### config.mk
export PLATFORM = sky130hd
export DESIGN_NAME = blc_core
export DESIGN_NICKNAME = d
export VERILOG_FILES = /design/src/blc_pkg.sv /design/src/blc_core.sv
export SDC_FILE = /design/constraint.sdc
export NUM_CORES = 2
export LEC_CHECK = 0
export BUFFER_PORTS_ARGS = -buffer_cell sky130_fd_sc_hd__buf_4
export CORE_MARGIN = 2
export CORE_UTILIZATION = 35
export CTS_BUF_LIST = sky130_fd_sc_hd__clkbuf_4 sky130_fd_sc_hd__clkbuf_8
export CTS_CLUSTER_SIZE = 20
export DETAILED_ROUTE_END_ITERATION = 8
export SYNTH_ARGS = -nofsm -noshare
export SYNTH_HDL_FRONTEND = slang
export SYNTH_SLANG_ARGS = --single-unit
### constraint.sdc
create_clock -name clk_i -period 125.3 [get_ports clk_i]
set_input_delay 6.265 -clock clk_i [delete_from_list [all_inputs] [get_ports clk_i]]
set_output_delay 6.265 -clock clk_i [all_outputs]
set_load 0.005 [all_outputs]
### src/blc_pkg.sv
// blc_pkg: constants for the backlight luminance control block
// assumes a 20 MHz system clock
package blc_pkg;
    // ------------------------------------------------------------------
    // timing
    // ------------------------------------------------------------------
    localparam int CLK_HZ = 20000000;
    localparam int LOW_LIMIT_MS = 50;
    localparam int MIN_HIGH_US = 30;
    localparam int REF_FREQ_HZ = 325;
    // longest low time, rounded down to whole cycles
    localparam int LOW_LIMIT_CYC = (CLK_HZ / 1000) * LOW_LIMIT_MS;
    // least high width, rounded down to whole cycles
    localparam int MIN_HIGH_CYC = (CLK_HZ / 1000000) * MIN_HIGH_US;
    localparam int REF_PERIOD_CYC = CLK_HZ / REF_FREQ_HZ;
    // ------------------------------------------------------------------
    // widths and register map
    // ------------------------------------------------------------------
    localparam int CNT_W = 24;
    localparam int DUTY_W = 8;
    localparam int ADDR_W = 4;
    localparam int DATA_W = 32;
    localparam logic [DUTY_W-1:0] DUTY_FULL = 8'hFF;
    localparam logic [DUTY_W-1:0] DUTY_MIN = 8'h03;
    localparam logic [ADDR_W-1:0] REG_STATUS = 4'h0;
    localparam logic [ADDR_W-1:0] REG_PERIOD = 4'h1;
    localparam logic [ADDR_W-1:0] REG_HIGH = 4'h2;
    localparam logic [ADDR_W-1:0] REG_DUTY = 4'h3;
    localparam logic [ADDR_W-1:0] REG_CTRL = 4'h4;
    localparam logic [DATA_W-1:0] READ_ZERO = 32'h0000_0000;
    localparam int ST_LATCHED = 0;
    localparam int ST_LIT = 1;
    localparam int ST_SHORT = 2;
    localparam int ST_PWM = 3;
    localparam int ST_ONCTL = 4;
    typedef enum logic [1:0] {BLC_IDLE, BLC_HIGH, BLC_LOW} blc_phase_t;
endpackage

### src/blc_core.sv
// blc_core: pulse-width dimming receiver of the backlight driver
// assumes pins come from outside the clock domain; reset is power-up
//
// The plain strobed port and the placing of the registers were chosen for this implementation.
`timescale 1ns/10ps
//
// Contract
// RULE1 - pwm dimming needs select low plus pulses
// RULE2 - brightness follows dimming input high duty
// RULE3 - on/off high or open lights backlight
// RULE4 - low over 50ms latches off until power
// RULE5 - host keeps high pulses at least 30us
// RULE6 - host keeps duty and width above minimum
// RULE7 - host holds select low when off
// RULE8 - dimming frequency odd multiple quarter frame
// RULE9 - minimum duty point referenced at 325Hz
// RULE10 - host prefers pwm against image noise
// RULE11 - host sets period and width by counters
module blc_core #(
    parameter int LOW_LIMIT = blc_pkg::LOW_LIMIT_CYC
) (
    input wire logic clk_i,
    input wire logic rst_b_i,
    input wire logic pwm_dim_input_i,
    input wire logic backlight_on_ctrl_i,
    input wire logic dim_method_select_i,
    input wire logic [blc_pkg::ADDR_W-1:0] addr_i,
    input wire logic [blc_pkg::DATA_W-1:0] wdata_i,
    input wire logic wr_i,
    input wire logic rd_i,
    output logic [blc_pkg::DATA_W-1:0] rdata_o,
    output logic backlight_en_o,
    output logic pwm_mode_o,
    output logic [blc_pkg::DUTY_W-1:0] brightness_o,
    output logic shutdown_o
);
    import blc_pkg::*;

    // ------------------------------------------------------------------
    // input synchronisers
    // ------------------------------------------------------------------
    logic [2:0] dim_sync_reg;
    logic [2:0] on_sync_reg;
    logic [2:0] sel_sync_reg;
    logic dim_reg;
    logic on_reg;
    logic sel_reg;
    logic dim_next;
    logic on_next;
    logic sel_next;

    always_ff @(posedge clk_i or negedge rst_b_i) begin
        if (!rst_b_i) begin
            dim_sync_reg <= 3'h0;
            on_sync_reg <= 3'h7;
            sel_sync_reg <= 3'h7;
        end else begin
            dim_sync_reg <= {dim_sync_reg[1:0], pwm_dim_input_i};
            on_sync_reg <= {on_sync_reg[1:0], backlight_on_ctrl_i};
            sel_sync_reg <= {sel_sync_reg[1:0], dim_method_select_i};
        end
    end

    // a change counts once stages two and three agree
    assign dim_next = (dim_sync_reg[1] == dim_sync_reg[2]) ?
        dim_sync_reg[2] : dim_reg;
    assign on_next = (on_sync_reg[1] == on_sync_reg[2]) ?
        on_sync_reg[2] : on_reg;
    assign sel_next = (sel_sync_reg[1] == sel_sync_reg[2]) ?
        sel_sync_reg[2] : sel_reg;

    always_ff @(posedge clk_i or negedge rst_b_i) begin
        if (!rst_b_i) begin
            dim_reg <= 1'b0;
            on_reg <= 1'b1;
            sel_reg <= 1'b1;
        end else begin
            dim_reg <= dim_next;
            on_reg <= on_next;
            sel_reg <= sel_next;
        end
    end

    // ------------------------------------------------------------------
    // pulse measurement
    // ------------------------------------------------------------------
    logic dim_prev_reg;
    logic rise;
    logic fall;
    logic [CNT_W-1:0] per_cnt_reg;
    logic [CNT_W-1:0] hi_cnt_reg;
    logic [CNT_W-1:0] low_cnt_reg;
    logic [CNT_W-1:0] period_reg;
    logic [CNT_W-1:0] high_reg;
    logic [CNT_W-1:0] low_next;
    logic sat_per;
    logic pwm_sel;
    logic low_over;

    assign rise = dim_reg && !dim_prev_reg;
    assign fall = !dim_reg && dim_prev_reg;
    assign sat_per = &per_cnt_reg;
    // RULE1 pwm method select
    assign pwm_sel = !sel_reg;
    assign low_next = dim_reg ? '0 :
        ((low_cnt_reg == CNT_W'(LOW_LIMIT)) ? low_cnt_reg :
        low_cnt_reg + 1'b1);
    // RULE4 low time limit
    assign low_over = pwm_sel && on_reg &&
        (low_cnt_reg == CNT_W'(LOW_LIMIT));

    always_ff @(posedge clk_i or negedge rst_b_i) begin
        if (!rst_b_i) begin
            dim_prev_reg <= 1'b0;
            per_cnt_reg <= '0;
            hi_cnt_reg <= '0;
            low_cnt_reg <= '0;
            period_reg <= '0;
            high_reg <= '0;
        end else begin
            dim_prev_reg <= dim_reg;
            low_cnt_reg <= low_next;
            per_cnt_reg <= rise ? CNT_W'(1) :
                (sat_per ? per_cnt_reg : per_cnt_reg + 1'b1);
            hi_cnt_reg <= rise ? CNT_W'(1) :
                (dim_reg ? hi_cnt_reg + 1'b1 : hi_cnt_reg);
            if (rise) begin
                period_reg <= per_cnt_reg;
            end
            if (fall) begin
                high_reg <= hi_cnt_reg;
            end
        end
    end

    // ------------------------------------------------------------------
    // phase tracking, shutdown latch and short pulse flag
    // ------------------------------------------------------------------
    blc_phase_t phase_reg;
    blc_phase_t phase_next;
    logic latched_reg;
    logic short_reg;
    logic short_hit;

    always_comb begin
        phase_next = phase_reg;
        unique case (phase_reg)
            BLC_IDLE: phase_next = dim_reg ? BLC_HIGH : BLC_IDLE;
            BLC_HIGH: phase_next = dim_reg ? BLC_HIGH : BLC_LOW;
            BLC_LOW: phase_next = dim_reg ? BLC_HIGH : BLC_LOW;
        endcase
    end

    // RULE5 flag short high pulse
    assign short_hit = fall && on_reg && pwm_sel &&
        (hi_cnt_reg < CNT_W'(MIN_HIGH_CYC));

    always_ff @(posedge clk_i or negedge rst_b_i) begin
        if (!rst_b_i) begin
            phase_reg <= BLC_IDLE;
            latched_reg <= 1'b0;
            short_reg <= 1'b0;
        end else begin
            phase_reg <= phase_next;
            // RULE4 latch until power cycle
            if (low_over) begin
                latched_reg <= 1'b1;
            end
            // set wins; on/off low clears the short flag
            if (short_hit) begin
                short_reg <= 1'b1;
            end else if (!on_reg) begin
                short_reg <= 1'b0;
            end
        end
    end

    // ------------------------------------------------------------------
    // duty to brightness
    // ------------------------------------------------------------------
    logic [CNT_W+DUTY_W-1:0] scaled;
    logic [CNT_W+DUTY_W-1:0] quot;
    logic [DUTY_W-1:0] duty;
    logic [DUTY_W-1:0] bright_next;
    logic lit_next;
    logic [DUTY_W-1:0] bright_reg;
    logic lit_reg;

    assign scaled = (CNT_W+DUTY_W)'(high_reg) * (CNT_W+DUTY_W)'(DUTY_FULL);
    assign quot = (period_reg == '0) ? '0 :
        scaled / (CNT_W+DUTY_W)'(period_reg);
    // RULE2 duty ratio to level, floored at minimum
    // RULE9 minimum duty floor
    assign duty = (quot >= (CNT_W+DUTY_W)'(DUTY_FULL)) ? DUTY_FULL :
        ((quot[DUTY_W-1:0] < DUTY_MIN) ? DUTY_MIN : quot[DUTY_W-1:0]);
    assign bright_next = !pwm_sel ? DUTY_FULL :
        ((phase_reg == BLC_IDLE) ? DUTY_MIN : duty);
    // RULE3 on/off control gates light
    assign lit_next = on_reg && !latched_reg && !low_over;

    always_ff @(posedge clk_i or negedge rst_b_i) begin
        if (!rst_b_i) begin
            bright_reg <= 8'h00;
            lit_reg <= 1'b0;
        end else begin
            lit_reg <= lit_next;
            bright_reg <= lit_next ? bright_next : 8'h00;
        end
    end

    assign backlight_en_o = lit_reg;
    assign brightness_o = bright_reg;
    assign pwm_mode_o = pwm_sel;
    assign shutdown_o = latched_reg;

    // ------------------------------------------------------------------
    // register port
    // ------------------------------------------------------------------
    logic [DATA_W-1:0] status_word;
    logic [DATA_W-1:0] rd_mux;
    logic [DATA_W-1:0] rdata_reg;
    logic force_off_reg;

    assign status_word = DATA_W'({on_reg, pwm_sel, short_reg, lit_reg,
        latched_reg});
    assign rd_mux = (addr_i == REG_STATUS) ? status_word :
        (addr_i == REG_PERIOD) ? DATA_W'(period_reg) :
        (addr_i == REG_HIGH) ? DATA_W'(high_reg) :
        (addr_i == REG_DUTY) ? DATA_W'(bright_reg) :
        (addr_i == REG_CTRL) ? DATA_W'(force_off_reg) : READ_ZERO;

    always_ff @(posedge clk_i or negedge rst_b_i) begin
        if (!rst_b_i) begin
            rdata_reg <= '0;
            force_off_reg <= 1'b0;
        end else begin
            // ctrl bit0 masks every read
            rdata_reg <= (rd_i && !force_off_reg) ? rd_mux : '0;
            if (wr_i && addr_i == REG_CTRL) begin
                force_off_reg <= wdata_i[0];
            end
        end
    end

    assign rdata_o = rdata_reg;
endmodule

* Word-level counts from Yosys, hierarchy flattened *
Index checks and enable logic that the tools add are counted.
W data, S select, Z words.

word-level totals
  flip-flop bits (word level) = 171
  input port bits = 43
  output and inout port bits = 43
  word-level logic and storage cells = 86

operators by class
  $add $sub $neg = 3
  $mul = 1
  divide/modulo/power cells = 1
  order comparisons = 3
  equality and inequality tests = 13
  multiplexer cells = 23
  reductions and logical operators = 23

operators by type and width
  operator                 count
  $mux W24                 10
  $add A24 B1 Y24 const B  3
  $mux W8                  6
  $div A32 B24 Y32         1
  $ge A32 B8 Y1 const B    1
  $mul A24 B8 Y32 const B  1
  $mux W32                 1
  $eq A24 B20 Y1 const B   1
  $logic_not A24 Y1        1
  $lt A24 B10 Y1 const B   1
  $reduce_and A24 Y1       1
  $logic_and A1 B1 Y1      11
  $eq A4 B2 Y1 const B     2
  $lt A8 B2 Y1 const B     1
  $logic_not A1 Y1         6
  $eq A4 B1 Y1 const B     1
  $eq A4 B3 Y1 const B     1
  $logic_not A4 Y1         1
  $mux W1                  4
  $ne A2 B2 Y1 const B     2
  $pmux W2 S2              1
  $eq A1 B1 Y1             3
  $eq A2 B1 Y1 const B     1
  $eq A2 B2 Y1 const B     1
  other kinds (5)          5

* Depth between registers and ports, before layout *
  depth in word-level cells = 9
  mapped depth = 417
  mapped depth without buffers = 384

* Least setup slack after synthesis *
No wires, ideal clock.

  kind = reg-to-reg
  start = register high_reg[3]
  end = register bright_reg[0], in the netlist brightness_o[0]
  library setup time = 0.128 ns
  arrival time = 80.846 ns
  required time = 125.172 ns
  slack = 44.326 ns
  cell stages (with the launch flop) = 384
  path buffers = 44
  clock period less this slack = 80.974 ns
  path through = dfrtp_1 inv_1 fa_1 inv_1 fa_1 fa_1 inv_1 fa_1 inv_1 ha_1 o211ai_1 o21a_1 o211ai_1 nand3_1 a32oi_1 xor2_1 ha_1 a22oi_1 [... 348 more ...] nand2b_1 a21oi_1 nor2b_1 o21ai_0 nand2b_1 a21oi_1 nor2b_1 o21ai_0 a21oi_1 a2111oi_0 nor2_1 o2111ai_1 a21oi_1 o21a_1 or4b_2 or3_1 nor4_1 a21oi_1

on the way
  cells in the longest elaborated chain, start to end = 9
  elaborated cells on any way between the ends = 10
  classes of those cells = mul: 1; div: 1; order compare: 2; mux: 6

RTL lines
  what                                                   RTL line         text
  from (decl)                                            blc_core.sv:94   logic [CNT_W-1:0] high_reg;
  from (signal assigned)                                 blc_core.sv:131  high_reg <= hi_cnt_reg;
  $mul A24 B8 Y32 (*)                                    blc_core.sv:189  assign scaled = (CNT_W+DUTY_W)'(high_reg) * (CNT_W+DUTY_W)'(DUTY_FULL);
  $div A32 B24 Y32 (*)                                   blc_core.sv:191  scaled / (CNT_W+DUTY_W)'(period_reg);
  $mux W32 (*)                                           blc_core.sv:190  assign quot = (period_reg == '0) ? '0 :
  branches (longest 2 deep; another with $ge A32 B8 Y1)  --
  $mux W8 (*)                                            blc_core.sv:194  assign duty = (quot >= (CNT_W+DUTY_W)'(DUTY_FULL)) ? DUTY_FULL :
  $mux W8 (*)                                            blc_core.sv:197  ((phase_reg == BLC_IDLE) ? DUTY_MIN : duty);
  $mux W8 (*)                                            blc_core.sv:196  assign bright_next = !pwm_sel ? DUTY_FULL :
  $mux W8 (*)                                            blc_core.sv:207  bright_reg <= lit_next ? bright_next : 8'h00;
  to (signal assigned)                                   blc_core.sv:207
  to (decl)                                              blc_core.sv:186  logic [DUTY_W-1:0] bright_reg;

Every way passes the cells marked *.
A chain may end at the register's enable or synchronous reset.

* Final worst setup path *
Ends and elaborated chain as after synthesis.

==> metrics.cfg <==
[sta]
period_minus_slack_ps = 94820
grt_setup_unrepaired = false
fmax_mhz = 10.5
hold_viol_final = 0
clock_skew_ps = 28.3
timing.setup.tns_ps = 0
worst_slew_pin_slew_ps = 1180
slew_violations = 0
finalCritPeriodShare_pct = 75.7
slew_headroom_pct = 20.7
finalSetupViolCount = 0

[yosys]
yosys.area.top_type = ha_1
synth.area.top_cells = ha_1, dfrtp_1, fa_1
ys_seq_elements = 170
syn_inst = 4883
yosysTopAreaCellShare_pct = 18.3
yosysWarningCount = 0
synth_ff_type = dfrtp_1
yosysSeqAreaShare_pct = 11.3
synthArstFlopShare_pct = 100
synth.distinct_cells = 118
synth-edff-count = 0
avgSynthCellArea_um2 = 7.71
netlist_area_um2 = 37600

[cts]
post_cts_buffers = 0
htree_num_levels = 4
clkSlewWorstSetupHoldPaths_ps = 120
clock_latency_ps = 510
cts_tree = built
hold_buffers = 0
cts_root_buffer = clkbuf_8
clockBufferDepth = 2
cts_buffers = 17
ctsResizeCount = 0
cts_sinks = 170

[worst_hold_path]
hp-start = dim_sync_reg[0]
hold-path-cell-count = 0
holdCritPathClass = reg -> reg
worstHoldEndpoint = dim_sync_reg[1]

[grt]
grt_overflow = 0
track_usage_pct = 20.6
grt_first_pass_wirelength_um = 185000
grt_max_degree = 104
antenna_found_initial = 6
grt_pass1_vias = 34100

[routing]
vias = 36000
antenna_left = 0
wl_um = 117000
viasPerCell = 5.72
first_iter_violations = 2478
wl_per_cell_um = 18.6
post-route-drc-count = 0
dr.pass1.iters = 6

[run]
drv_cap = 0

[floorplan]
dieArea_um2 = 110000
initial_utilization_pct = 35.2
rows = 120
ios = 86
coreArea_um2 = 107000
die_y_um = 332
die_x_um = 332

[setup_path]
critPathSlowestCell = o21a_1
crit_start = high_reg[3]
rrSetupSlack_ps = 30480
critPathRequiredTime_ps = 125670
reg2regPathDepth = 362
r2r-end = brightness_o[0]
worstPathArrival_ps = 95180
crit_path_frequent_cell = o21a_1
critical_path_class = reg -> reg
start_kind = flop
r2r_start = high_reg[3]
critPathMaxStageDelay_ps = 900
path_max_fanout = 38
critPathCaptureType = flop

[layout]
syn_to_final_growth_pct = 6.47
layout-drive-gt1-share_pct = 8.49
nets = 5579
multiInputGateArea_um2 = 31800
fillers = 11200
seq_area_um2 = 4260

[placed_design]
io_buffers = 46
gp_congestion = 0.917
dp_hpwl_um = 93000

[outcome]
status = finished clean

## kinds of logic (layout without fill, tap and decap cells)
kind of cell / after synthesis / in the layout / share of synthesized area [%]
XOR/XNOR: 375 / 375 / 8.72
multiplexers: 184 / 184 / 5.50
buffers and inverters: 428 / 427 / 4.54
flip-flops: 170 / 170 / 11.3
other: 1 / 10 / 0.00996
adder cells (fa/ha/maj): 664 / 664 / 24.2
AO/OA/AOI/OAI: 1389 / 1389 / 24.4
AND/OR/NAND/NOR: 1672 / 1672 / 21.2
## layout make-up
| type | count | share of cell area (%) |
|---|---|---|
| multi-input combinational | 4292 | 79.3 |
| sequential | 170 | 10.6 |
| tap | 1403 | 4.38 |
| inverter | 301 | 2.82 |
| timing repair buffer | 94 | 1.78 |
| clock buffer | 18 | 0.618 |
| clock inverter | 14 | 0.481 |
| antenna | 2 | 0.0125 |
## metrics by stage
step | instances | area [µm²] | util, % | setup WS, ps | hold slack, ps
after floorplan | 4890 | 37700 | - | 44330 | 331
after global placement | 6260 | 39600 | 37.1 | 32820 | 334
after detailed placement | 6260 | 39600 | 37.1 | 32080 | 342
after CTS | 6292 | 40100 | 37.5 | 31730 | 367
after global routing | 6292 | 40100 | 37.5 | 24030 | 368
final | 6294 | 40100 | 37.5 | 30480 | 360
## cells in the mapped netlist (45+ instances only)
library cell    n
a21o_1        145
a21oi_1       363
a31oi_1        57
clkbuf_1       81
dfrtp_1       162
fa_1          110
ha_1          550
inv_1         301
mux2_2        154
nand2_1       426
nand2b_1       66
nand3_1       117
nand4_1        61
nor2_1        506
nor2b_1        64
nor3_1        167
o21a_1        141
o21ai_0       252
o31ai_1        45
or3_1          58
xnor2_1       223
xor2_1        152
## routing by layer
layer / vias to the layer above / track usage, % / share of wire [%]
li1: 17700 / - / -
met1: 17300 / 28.5 / 47
met2: 858 / 35.0 / 46
met3: 118 / 2.15 / 5.3
met4: 0 / 3.48 / 1.5
met5: - / 0 / 0
## placed cells by master, fill, tap and decap left out, drive strengths merged, types with 14 or more instances in the layout
master and count:
or2 31, and2 37, o211ai 36, mux2i 21, nand2 427, nand3 119
a21oi 369, nor2b 64, o21ai 290, xor2 152, dfrtp 162, nor4 32
o21a 141, nor3 172, a211oi 31, ha 550, mux2 163, nand2b 66
inv 307, fa 110, o31ai 49, a22oi 27, nor2 508, o21bai 31
a31oi 60, and4 14, buf 93, a21boi 18, clkbuf 19, xnor2 223
nand4 61, or3 60, and3 41, a21o 145
## worst max-delay path by stage
stage	to	cells after the start
global route	brightness_o[0]	367
finish	brightness_o[0]	362
CTS	brightness_o[0]	363
detailed placement	brightness_o[0]	362
floorplan	brightness_o[0]	383
global placement	brightness_o[0]	360
## critical path, delay by kind of cell, from the launching register on
family	cells	cell delay, ps
adders and majority gates	37	12590
xor gates and xnor gates	1	450
and+or+nand+nor	95	20670
buffers and inverters	20	4210
DFF	1	500
muxes	5	1810
AOI/OAI and AO/OA	204	54050
Power is left out: the tool's default activity adds up to more than one toggle a clock period on the data nets, which glitch-free logic cannot reach.
